==> config.mk <==
export PLATFORM = sky130hd
export DESIGN_NAME = ivq_interrupt_vector_queue
export DESIGN_NICKNAME = d
export VERILOG_FILES = /design/src/include/ivq_pkg.sv /design/src/logic/ivq_interrupt_vector_queue.sv
export VERILOG_INCLUDE_DIRS = /design/src /design/src/include
export SDC_FILE = /design/constraint.sdc
export NUM_CORES = 1
export LEC_CHECK = 0
export ABC_AREA = 1
export BUFFER_PORTS_ARGS = -buffer_cell sky130_fd_sc_hd__clkbuf_2
export CELL_PAD_IN_SITES_DETAIL_PLACEMENT = 1
export CELL_PAD_IN_SITES_GLOBAL_PLACEMENT = 1
export CORE_MARGIN = 5
export CORE_UTILIZATION = 45
export DETAILED_ROUTE_END_ITERATION = 8
export GPL_TIMING_DRIVEN = 0
export PLACE_DENSITY_LB_ADDON = 0.1
export SYNTH_ARGS = -nofsm -noshare
export SYNTH_HDL_FRONTEND = slang
export SYNTH_SLANG_ARGS = --single-unit
==> constraint.sdc <==
create_clock -name clk_sys -period 5 [get_ports clk_sys]
set_clock_uncertainty 0.15 [all_clocks]
set_input_delay 1 -clock clk_sys [delete_from_list [all_inputs] [get_ports clk_sys]]
set_output_delay 1 -clock clk_sys [all_outputs]
set_load 0.02 [all_outputs]
==> src/include/ivq_params.svh <==
// Offsets, field positions, reset values and sizes of the vector queue.
// Assumes inclusion by the package and by the design file through the include path.
`ifndef IVQ_PARAMS_SVH
`define IVQ_PARAMS_SVH

`define IVQ_FIFO_DEPTH       16
`define IVQ_FIFO_AW          4
`define IVQ_NUM_QUEUES       10
`define IVQ_QUEUE_CFG        4'd8
`define IVQ_RING_AW          4
`define IVQ_SRC_CFG          4'hA
`define IVQ_BIT_HOST_MARKED  18
`define IVQ_BIT_FRAME_DONE   17
`define IVQ_BIT_ERROR        16
`define IVQ_STATUS_MSB       18
`define IVQ_ADDR_CTRL        12'h000
`define IVQ_ADDR_STATUS      12'h004
`define IVQ_ADDR_BASE        12'h008
`define IVQ_ADDR_RING        12'h00C
`define IVQ_ADDR_LEVEL       12'h010
`define IVQ_ADDR_WRPTR0      12'h040
`define IVQ_CTRL_RESET       1'b1
`define IVQ_BASE_RESET       32'h0000_0000
`define IVQ_RING_RESET       4'hF

`endif

==> src/include/ivq_pkg.sv <==
// Types shared by the vector queue design and its bench.
// Assumes ivq_params.svh is reachable on the include path.
`include "ivq_params.svh"
package ivq_pkg;
	typedef logic [31:0] ivq_word_t;
	typedef logic [18:0] ivq_status_t;
	typedef enum logic [1:0] {
		IVQ_SRC_NONE,
		IVQ_SRC_CFG,
		IVQ_SRC_DMA,
		IVQ_SRC_SERIAL
	} ivq_src_e;
	typedef enum logic [1:0] {
		IVQ_ST_IDLE,
		IVQ_ST_WRITE,
		IVQ_ST_WAIT
	} ivq_state_e;
endpackage : ivq_pkg

==> src/logic/ivq_interrupt_vector_queue.sv <==
// Interrupt vector queue: builds vectors, buffers them, writes them to host rings.
// Assumes one 20 MHz clock, an AHB-Lite slave port and a simple memory write port.
// Function
// - Sixteen-entry central FIFO of 32-bit vectors.
// - Each vector goes to its source's queue.
// - Per-queue status flag; write one clears.
// - Interrupt line held while any flag pending.
// - Top eight bits encode source type.
// - Configuration vector 1010, zero body, config queue.
// - Bit 1 marks failed action request.
// - Bit 0 marks successful action request.
// - DMA/serial vector: bit31 zero, code selects queue.
// - Bit 18 carries host-marked descriptor flag.
// - Receive frame-done on frame-end branch, reset or hold.
// - Transmit frame-done when frame-end descriptor completes.
// - Transmit hold without frame-end gives error only.
// - Receive error on short hold or reset.
// - Transmit error on empty last non-end descriptor.
// - Serial vector carries channel status bits 18..0.
// - Status byte appended per data byte when enabled.
// - Framing-error bit meaningful only in async mode.
//
// Decided for this implementation: the placing of the registers and the AHB-Lite register port.
`timescale 1ns/1ps
`include "ivq_params.svh"
module ivq_interrupt_vector_queue (
	input  wire logic                 clk_sys,
	input  wire logic                 reset_n,
	// AHB-Lite slave.
	input  wire logic                 hsel,
	input  wire logic [11:0]          haddr,
	input  wire logic [1:0]           htrans,
	input  wire logic                 hwrite,
	input  wire logic [2:0]           hsize,
	input  wire logic [31:0]          hwdata,
	input  wire logic                 hready,
	output logic      [31:0]          hrdata,
	output logic                      hreadyout,
	output logic                      hresp,
	// Configuration action-request results.
	input  wire logic                 cfg_event,
	input  wire logic                 action_fail_flag,
	input  wire logic                 action_ok_flag,
	// DMA unit descriptor events.
	input  wire logic                 dma_event,
	input  wire logic                 dma_is_tx,
	input  wire logic [1:0]           dma_channel,
	input  wire logic                 dma_host_marked,
	input  wire logic                 dma_frame_end_bit,
	input  wire logic                 dma_branch,
	input  wire logic                 dma_hold,
	input  wire logic                 dma_rx_reset,
	input  wire logic                 dma_short_space,
	input  wire logic                 dma_zero_count,
	// Serial core status copies.
	input  wire logic                 serial_event,
	input  wire logic                 serial_is_tx,
	input  wire logic [1:0]           serial_channel,
	input  wire ivq_pkg::ivq_status_t serial_event_status,
	// Receive status byte append.
	input  wire logic                 rx_status_append,
	input  wire logic                 rx_async_mode,
	input  wire logic                 rx_byte_valid,
	input  wire logic [7:0]           rx_byte,
	input  wire logic                 rx_frame_err,
	input  wire logic [6:0]           rx_other_status,
	output logic      [15:0]          rx_store_word,
	output logic                      rx_store_valid,
	output logic                      rx_store_wide,
	// Shared memory write port.
	output logic      [31:0]          mem_addr,
	output logic      [31:0]          mem_wdata,
	output logic                      mem_write,
	input  wire logic                 mem_ack,
	// Bus interrupt line, active low, open drain.
	output logic                      inta_n_out,
	output logic                      inta_n_oe,
	// Source stall when the FIFO is full.
	output logic                      vector_ready,
	output logic                      vector_dropped
);
	import ivq_pkg::*;

	//****************************************************************
	// Vector formation
	//****************************************************************
	ivq_word_t cfg_vec;
	ivq_word_t dma_vec;
	ivq_word_t ser_vec;
	logic      dma_fi;
	logic      dma_err;

	assign cfg_vec = {`IVQ_SRC_CFG, 26'h0, action_fail_flag, action_ok_flag};

	always_comb begin
		if (dma_is_tx) begin
			dma_fi  = dma_frame_end_bit && (dma_branch || dma_hold);
			dma_err = (dma_hold && !dma_frame_end_bit)
				|| (dma_zero_count && !dma_frame_end_bit);
		end else begin
			dma_fi  = (dma_frame_end_bit && dma_branch) || dma_rx_reset || dma_hold;
			dma_err = (dma_hold && dma_short_space) || dma_rx_reset;
		end
	end

	assign dma_vec = {1'b0, dma_is_tx, dma_channel, 9'h000,
		dma_host_marked, dma_fi, dma_err, 16'h0000};
	// Bit 25 marks the serial core, so its vectors differ from DMA vectors in the top byte.
	assign ser_vec = {1'b0, serial_is_tx, serial_channel, 2'b00, 1'b1, 6'h00,
		serial_event_status};

	//****************************************************************
	// Central FIFO
	//****************************************************************
	ivq_word_t              fifo_mem [`IVQ_FIFO_DEPTH];
	logic [`IVQ_FIFO_AW:0]  wr_ptr_q;
	logic [`IVQ_FIFO_AW:0]  rd_ptr_q;
	logic                   fifo_full;
	logic                   fifo_empty;
	logic                   push;
	logic                   pop;
	ivq_word_t              push_vec;

	assign fifo_full  = (wr_ptr_q[`IVQ_FIFO_AW] != rd_ptr_q[`IVQ_FIFO_AW])
		&& (wr_ptr_q[`IVQ_FIFO_AW-1:0] == rd_ptr_q[`IVQ_FIFO_AW-1:0]);
	assign fifo_empty = (wr_ptr_q == rd_ptr_q);
	assign vector_ready = !fifo_full;

	// Fixed priority, one vector per cycle; sources must hold until vector_ready.
	always_comb begin
		push     = !fifo_full && (cfg_event || dma_event || serial_event);
		push_vec = ser_vec;
		if (cfg_event) begin
			push_vec = cfg_vec;
		end else if (dma_event) begin
			push_vec = dma_vec;
		end
	end

	always_ff @(posedge clk_sys) begin
		if (push) begin
			fifo_mem[wr_ptr_q[`IVQ_FIFO_AW-1:0]] <= push_vec;
		end
	end

	always_ff @(posedge clk_sys or negedge reset_n) begin
		if (!reset_n) begin
			wr_ptr_q <= '0;
			rd_ptr_q <= '0;
		end else begin
			if (push) begin
				wr_ptr_q <= wr_ptr_q + 1'b1;
			end
			if (pop) begin
				rd_ptr_q <= rd_ptr_q + 1'b1;
			end
		end
	end

	always_ff @(posedge clk_sys or negedge reset_n) begin
		if (!reset_n) begin
			vector_dropped <= 1'b0;
		end else begin
			vector_dropped <= fifo_full && (cfg_event || dma_event || serial_event);
		end
	end

	//****************************************************************
	// Queue writer
	//****************************************************************
	ivq_state_e                       state_q;
	ivq_word_t                        head_vec;
	logic [3:0]                       head_queue;
	logic [3:0]                       cur_queue_q;
	logic [`IVQ_RING_AW-1:0]          ring_ptr_q [`IVQ_NUM_QUEUES];
	logic [`IVQ_RING_AW-1:0]          ring_last_q;
	logic [31:0]                      base_q;
	logic                             enable_q;
	logic [`IVQ_NUM_QUEUES-1:0]       status_q;
	logic [`IVQ_NUM_QUEUES-1:0]       queued_set;

	assign head_vec = fifo_mem[rd_ptr_q[`IVQ_FIFO_AW-1:0]];

	always_comb begin
		if (head_vec[31]) begin
			head_queue = `IVQ_QUEUE_CFG;
		end else begin
			head_queue = {1'b0, head_vec[30:28]};
		end
	end

	assign pop = (state_q == IVQ_ST_WAIT) && mem_ack;

	always_ff @(posedge clk_sys or negedge reset_n) begin
		if (!reset_n) begin
			state_q     <= IVQ_ST_IDLE;
			cur_queue_q <= 4'h0;
			mem_addr    <= 32'h0000_0000;
			mem_wdata   <= 32'h0000_0000;
			mem_write   <= 1'b0;
		end else begin
			case (state_q)
				IVQ_ST_IDLE: begin
					if (!fifo_empty && enable_q) begin
						cur_queue_q <= head_queue;
						mem_wdata   <= head_vec;
						// Each queue owns a 16-word slot; ring_last+1 of them are used.
						mem_addr    <= base_q + {18'h0, head_queue, ring_ptr_q[head_queue],
							2'b00} * 32'(1);
						mem_write   <= 1'b1;
						state_q     <= IVQ_ST_WAIT;
					end
				end
				IVQ_ST_WAIT: begin
					if (mem_ack) begin
						mem_write <= 1'b0;
						state_q   <= IVQ_ST_IDLE;
					end
				end
				default: begin
					state_q <= IVQ_ST_IDLE;
				end
			endcase
		end
	end

	genvar gq;
	generate
		for (gq = 0; gq < `IVQ_NUM_QUEUES; gq++) begin : g_queue
			assign queued_set[gq] = pop && (cur_queue_q == 4'(gq));
			always_ff @(posedge clk_sys or negedge reset_n) begin
				if (!reset_n) begin
					ring_ptr_q[gq] <= '0;
				end else if (queued_set[gq]) begin
					if (ring_ptr_q[gq] == ring_last_q) begin
						ring_ptr_q[gq] <= '0;
					end else begin
						ring_ptr_q[gq] <= ring_ptr_q[gq] + 1'b1;
					end
				end
			end
		end
	endgenerate

	//****************************************************************
	// Register bus
	//****************************************************************
	logic        wr_pend_q;
	logic        rd_pend_q;
	logic [11:0] addr_q;
	logic        status_clr;
	logic [`IVQ_NUM_QUEUES-1:0] clear_mask;

	assign hreadyout = 1'b1;
	assign hresp     = 1'b0;

	always_ff @(posedge clk_sys or negedge reset_n) begin
		if (!reset_n) begin
			wr_pend_q <= 1'b0;
			rd_pend_q <= 1'b0;
			addr_q    <= 12'h000;
		end else begin
			wr_pend_q <= hsel && hready && htrans[1] && hwrite;
			rd_pend_q <= hsel && hready && htrans[1] && !hwrite;
			if (hsel && hready && htrans[1]) begin
				addr_q <= haddr;
			end
		end
	end

	assign status_clr = wr_pend_q && (addr_q == `IVQ_ADDR_STATUS);
	assign clear_mask = status_clr ? hwdata[`IVQ_NUM_QUEUES-1:0] : '0;

	always_ff @(posedge clk_sys or negedge reset_n) begin
		if (!reset_n) begin
			enable_q    <= `IVQ_CTRL_RESET;
			base_q      <= `IVQ_BASE_RESET;
			ring_last_q <= `IVQ_RING_RESET;
		end else if (wr_pend_q) begin
			case (addr_q)
				`IVQ_ADDR_CTRL: enable_q <= hwdata[0];
				`IVQ_ADDR_BASE: base_q <= {hwdata[31:2], 2'b00};
				`IVQ_ADDR_RING: ring_last_q <= hwdata[`IVQ_RING_AW-1:0];
				default: begin
				end
			endcase
		end
	end

	// A new vector in the same cycle as its clear keeps the flag set.
	always_ff @(posedge clk_sys or negedge reset_n) begin
		if (!reset_n) begin
			status_q <= '0;
		end else begin
			status_q <= (status_q & ~clear_mask) | queued_set;
		end
	end

	always_comb begin
		hrdata = 32'h0000_0000;
		if (rd_pend_q) begin
			case (addr_q)
				`IVQ_ADDR_CTRL:   hrdata = {31'h0, enable_q};
				`IVQ_ADDR_STATUS: hrdata = {22'h0, status_q};
				`IVQ_ADDR_BASE:   hrdata = base_q;
				`IVQ_ADDR_RING:   hrdata = {28'h0, ring_last_q};
				`IVQ_ADDR_LEVEL:  hrdata = {27'h0, wr_ptr_q - rd_ptr_q};
				default: begin
					if (addr_q[11:6] == 6'h01 && addr_q[5:2] < 4'd10) begin
						hrdata = {28'h0, ring_ptr_q[addr_q[5:2]]};
					end
				end
			endcase
		end
	end

	//****************************************************************
	// Interrupt line
	//****************************************************************
	always_ff @(posedge clk_sys or negedge reset_n) begin
		if (!reset_n) begin
			inta_n_oe <= 1'b0;
		end else begin
			inta_n_oe <= |((status_q & ~clear_mask) | queued_set);
		end
	end
	assign inta_n_out = 1'b0;

	//****************************************************************
	// Receive status append
	//****************************************************************
	always_ff @(posedge clk_sys or negedge reset_n) begin
		if (!reset_n) begin
			rx_store_word  <= 16'h0000;
			rx_store_valid <= 1'b0;
			rx_store_wide  <= 1'b0;
		end else begin
			rx_store_valid <= rx_byte_valid;
			rx_store_wide  <= rx_byte_valid && rx_status_append;
			if (rx_byte_valid) begin
				// Framing error reads as zero outside async mode.
				rx_store_word <= rx_status_append ?
					{rx_frame_err && rx_async_mode, rx_other_status, rx_byte} :
					{8'h00, rx_byte};
			end
		end
	end

endmodule : ivq_interrupt_vector_queue

==> flow_summary.ini, run 1 <==
[critical_path]
worstSetupEndpointType = flip-flop
crit_path_start = rd_ptr_q[3]
regToRegSetupSlack_ns = 0.23
reg2reg_from = rd_ptr_q[3]
critPathMaxFanout = 10
arrival_ns = 5.10
required_ns = 5.32
worstReg2RegEnd = mem_addr[14]
ff2ff_path_depth = 21
critical_path.endpoint = mem_addr[14]
critPathLaunchType = flip-flop
crit_type = reg -> reg

[clock_network]
cts_tree = built
clk_path_buf_depth = 3
cts_setup_buffers = 0
root_buffer = clkbuf_16
cts.sinks = 571
h-tree-depth = 2
clk_pin_slew_ns = 0.07
clk_latency_ns = 0.67
cts_buffers = 60

[min_path]
min_path_type = in -> async

[sta]
max_freq_mhz = 209.6
report.final.slew_viol_count = 0
hold_violations = 0
setup_viol = 0
whs_ns = 0.1696
fin_crit_ns = 4.771
rsz0062_at_grt = false
worst_pin_slew_ns = 1.416
relSlewSlack = 0.05231
finalCritPeriodShare = 0.9543

[logic_synthesis]
ys_warn_count = 0
synth.cell_area_mm2 = 0.02550
synth_edf_count = 384
synth_most_common_cell = edfxtp_1
synth_common_cells = 384 x edfxtp_1, 367 x nand2_1, 338 x nor2_1
syn_avg_cell_area_um2 = 10.64
synth.yosys.seq_area_share = 0.6359
synth_seq_cells = 571
yosys.cell_types.count = 55
yosys-top-cells-area = edfxtp_1 45%, dfrtp_1 18%, nand2_1 5.4%
synthFlopType = edfxtp_1
yosysTopAreaCell = edfxtp_1
synth_top_area_frac = 0.4521
synthCells = 2396
async_reset_ff_frac = 0.3275

[placed_design]
port_buffers = 213
dp_hpwl_um = 61770
dp_cells = 3394
post_dp_cell_area_mm2 = 0.02811
globalplace.congestion = 0.8876

[die]
coreArea_mm2 = 0.05628
die_w_um = 248.1
initial_core_util = 0.4532
die_h_um = 248.1
io_pins = 232
die_area_mm2 = 0.06153
rows = 87

[detailed_routing]
post_drt_via_cell_ratio = 5.684
drtAntennaViolNets = 0
drt-initial-drc-count = 1785
wire_per_inst_um = 24.80
vias = 19930
first_pass_iters = 5
routed_wl_um = 86930
route.detailed.drc = 0

[power_and_ir_drop]
p_leak_nw = 11.86
power_density_mw_per_mm2 = 647.7
irDropWorstVdd_mv = 0.3760

[grt]
grt-ovfl-total = 0
grt_first_pass_wirelength_um = 129900
antenna_found_initial = 0
grt_max_degree = 87
grt_pass1_vias = 21320
track_usage = 0.2792

[run]
drv_cap = 0

[cells_and_area]
final_layout_size_suffix_gt1_frac = 0.1677
finalInstanceArea_mm2 = 0.03005
n_fill_cell = 6218
area_growth_syn_to_layout_pct = 17.81
layout.cells.non_filler = 3506
nets = 2839

[run_status]
status = finished, final reports clean
power breakdown:
| part | internal, mW | total [mW] | switching [mW] |
|---|---|---|---|
| Clock | 2.52 | 4.43 | 1.92 |
| Sequential | 6.16 | 6.81 | 0.652 |
| Combinational | 2.43 | 8.21 | 5.79 |
worst min-delay path by stage:
| stage | start | endpoint | slack, ns | cells after the start |
|---|---|---|---|---|
| floorplan | wr_ptr_q[4] | wr_ptr_q[4] | 0.31 | 1 |
| global placement | mem_addr[25] | mem_addr[25] | 0.32 | 2 |
| detailed placement | mem_addr[26] | mem_addr[26] | 0.32 | 2 |
| CTS | reset_n | mem_wdata[0] | 0.15 | 1 |
| global route | reset_n | mem_wdata[10] | 0.17 | 1 |
| finish | reset_n | mem_wdata[0] | 0.17 | 1 |
cells by family after synthesis:
group | share of synthesized area
and+or+nand+nor | 0.1466
muxes | 0.01604
buffers and inverters | 0.04857
xor gates and xnor gates | 0.02576
other | 0.0002945
DFF | 0.6359
adders and majority gates | 0.01482
AOI/OAI and AO/OA | 0.1120
state kept, by name, summed over array words and instances (netlist names), 3 cells and up:
name / flops
mem_wdata: 24
ring_last_q: 4
wr_ptr_q: 5
mem_addr: 30
addr_q: 12
fifo_mem: 384
base_q: 30
cur_queue_q: 3
ring_ptr_q: 40
rx_store_word: 16
status_q: 10
rd_ptr_q: 5
cell usage in the layout, fill, tap and decap left out, types with 31 or more instances in the layout:
cell	Yosys	routed
dfrtp_1	182	182
clkbuf_2	0	212
inv_1	140	140
nand3_1	121	121
nand2_1	367	367
clkbuf_1	67	82
a21oi_1	62	62
mux2_2	31	31
edfxtp_1	384	384
clkbuf_16	0	60
o22ai_1	74	74
o21ai_0	275	275
nor2_1	338	321
xnor2_1	48	48
metal layers:
| metal | track usage | part of all wire | vias up |
|---|---|---|---|
| met4 | 0.1002 | 0.037 | 0 |
| li1 | - | - | 8973 |
| met2 | 0.4873 | 0.50 | 676 |
| met5 | 0 | 0 | - |
| met1 | 0.3587 | 0.40 | 10100 |
| met3 | 0.03798 | 0.059 | 180 |
final cells by class:
type / instances / area [um^2] / share of cell area
sequential: 571 / 16220 / 0.5397
multi-input combinational: 1555 / 8222 / 0.2736
clock buffer: 79 / 1603 / 0.05335
timing repair buffer: 231 / 1489 / 0.04956
tap: 756 / 945.9 / 0.03148
buffer: 129 / 660.6 / 0.02199
inverter: 151 / 574.3 / 0.01911
clock inverter: 33 / 331.6 / 0.01104
antenna: 1 / 2.502 / 0.00008329
per-stage QoR:
stage / util / total power [mW] / TNS (ns) / setup WS [ns]
after global placement: 0.4897 / 14.48 / -496.34 / -1.254
after CTS: 0.5337 / 19.53 / 0 / 0.3060
final: 0.5339 / 19.46 / 0 / 0.2287
after floorplan: - / 11.64 / 0 / 1.248
after global routing: 0.5338 / 20.54 / 0 / 0.04474
after detailed placement: 0.4994 / 15.05 / 0 / 0.3283
worst max-delay path: stages, from the launching register on:
cell and delay, ns:
dfrtp_1 0.37, inv_2 0.15, nor2_1 0.69, nand2_1 0.12
nand2_1 0.09, inv_1 0.12, nand2_2 0.16, buf_2 0.26
nand2_1 0.08, nand3_1 0.09, a21oi_1 0.07, nor2_1 0.23
ha_1 0.31, fa_1 0.28, nand3_1 0.08, nand2_1 0.13
a21boi_1 0.15, o21ai_2 0.30, nand2_1 0.16, nor2_1 0.36
xor2_1 0.18, o21ai_0 0.08
timing repair:
item | CTS | global route
gates resized for setup | 0 | 0
setup endpoints to repair | 1 | 0
endpoints found under the hold margin | 0 | 0
hold buffers | 0 | 0
(Power assumes the default switching activity.)
==> run 2: changes to the inputs <==
==> constraint.sdc (replaced) <==
create_clock -name clk_sys -period 5.2 [get_ports clk_sys]
set_clock_uncertainty 0.15 [all_clocks]
set_input_delay 1.04 -clock clk_sys [delete_from_list [all_inputs] [get_ports clk_sys]]
set_output_delay 1.04 -clock clk_sys [all_outputs]
set_load 0.02 [all_outputs]
==> run 2 against run 1 <==
  * Total power decreased by 3.7%
  * Die area unchanged
  * Combinational power decreased by 3.7%
  * Non-clock buffer count unchanged
  * Cell count stayed put
  * Sequential cell count stayed put
  * Worst hold slack improved by 0.034 ns
  * Largest cell class unchanged
==> flow_summary.ini, run 2 (same netlist as run 1, synthesis figures left out) <==
[min_path]
min_path_type = in -> async

[clock_network]
cts_buffers = 60
cts_tree = built
cts.sinks = 571
h-tree-depth = 2
clk_pin_slew_ns = 0.06
root_buffer = clkbuf_16
clk_latency_ns = 0.67
cts_setup_buffers = 0
clk_path_buf_depth = 3

[cells_and_area]
largest_register_ffs = 384
area_growth_syn_to_layout_pct = 17.81
layout_common_cells = 384 x edfxtp_1, 367 x nand2_1, 321 x nor2_1, 275 x o21ai_0, 212 x clkbuf_2
n_fill_cell = 6218
mostFrequentLayoutCell = edfxtp_1
nets = 2839
final_layout_size_suffix_gt1_frac = 0.1677

[grt]
antenna_found_initial = 0
grt-ovfl-total = 0
met3_usage = 0.03820
grt_first_pass_wirelength_um = 129900
track_usage = 0.2793
use_met2 = 0.4861
top_usage_layer = met2
grt_max_degree = 87
grt_pass1_vias = 21300
met1_usage = 0.3594

[detailed_routing]
route.detailed.drc = 0
routed_wl_um = 86870
post_drt_via_cell_ratio = 5.690
first_pass_iters = 6
vias = 19950
wire_per_inst_um = 24.78
drt-initial-drc-count = 1819
drtAntennaViolNets = 0

[placed_design]
globalplace.congestion = 0.8876
port_buffers = 213
dp_hpwl_um = 61770
place_ws_ns = 0.5283

[sta]
hold_violations = 0
relSlewSlack = 0.03433
fin_ws_ns = 0.4279
whs_ns = 0.2035
worst_pin_slew_ns = 1.443
finalSetupTns_ns = 0
report.final.slew_viol_count = 0
finalCritPeriodShare = 0.9177
max_freq_mhz = 209.6
setup_viol = 0
rsz0062_at_grt = false
fin_crit_ns = 4.772

[power_and_ir_drop]
power_density_mw_per_mm2 = 623.4
power_mw = 18.73
p_leak_nw = 11.86
irDropWorstVdd_mv = 0.3631

[critical_path]
critPathMaxFanout = 10
required_ns = 5.53
critPathMostFrequentCell = nand2_1
slowest_delay_ns = 0.68
arrival_ns = 5.10
cp_cell_sequence = inv_2 > nor2_1 > nand2_1 > nand2_1 > inv_1 > nand2_2 > buf_2 > nand2_1 > nand3_1 > a21oi_1 > nor2_1 > ha_1 > fa_1 > nand3_1 > nand2_1 > a21boi_1 > o21ai_2 > nand2_1 > nor2_1 > xor2_1 > o21ai_0
path_delay_family = simple AND/OR/NAND/NOR gates
crit_type = reg -> reg
worstSetupEndpointType = flip-flop
worst_path_max_delay_cell = nor2_1
critPathLaunchType = flip-flop
crit_buf_inv = 3
reg2reg_from = rd_ptr_q[3]
crit_path_start = rd_ptr_q[3]

[die]
die_h_um = 248.1
die_w_um = 248.1
die_area_mm2 = 0.06153
coreArea_mm2 = 0.05628
io_pins = 232
initial_core_util = 0.4532
rows = 87

[run]
drv_cap = 0

[run_status]
status = finished, final reports clean
==> run 2: layer usage <==
metal	up-vias	share of wire
met4	0	0.038
met2	662	0.50
li1	8981	-
met1	10130	0.41
met3	176	0.057
met5	-	0
==> run 2: final timing paths <==
kind                            slack, ns  depth (start not counted)      endpoint
worst max-delay path                 0.43                         21  mem_addr[14]
worst min-delay path                 0.20                          1  mem_wdata[0]
worst max register to register       0.43                         21  mem_addr[14]
worst min register to register       0.33                          2  mem_addr[26]
max in group asynchronous            3.49                          3    addr_q[11]
min in group clk_sys                 0.33                          2  mem_addr[26]
==> run 2: repair_timing <==
| action | in CTS | in global routing |
|---|---|---|
| setup endpoints to repair | 0 | 2 |
| hold buffers | 0 | 0 |
| gates resized for setup | 0 | 0 |
==> run 2: stage by stage <==
step | instances | util | cell area, um^2
6_report | 3506 | 0.5339 | 30050
5_1_grt | 3505 | 0.5338 | 30040
4_1_cts | 3506 | 0.5338 | 30040
3_5_place_dp | 3394 | 0.4994 | 28110
3_3_place_gp | 3376 | 0.4897 | 27560
2_1_floorplan | 2407 | - | 25540
==> run 2: layout make-up <==
class	count	area, um^2	share of cell area
Multi-Input combinational cell	1555	8222	0.2736
Timing Repair Buffer	231	1489	0.04956
Clock buffer	79	1603	0.05335
Buffer	129	660.6	0.02199
Antenna cell	1	2.502	0.00008329
Clock inverter	33	331.6	0.01104
Inverter	151	574.3	0.01911
Tap cell	756	945.9	0.03148
Sequential cell	571	16220	0.5397
==> run 2: where the power goes <==
group	internal (mW)	leakage, nW	switching, mW	total [mW]
registers	5.92	5.71	0.627	6.55
logic	2.34	5.19	5.58	7.91
clock network	2.42	0.952	1.85	4.27
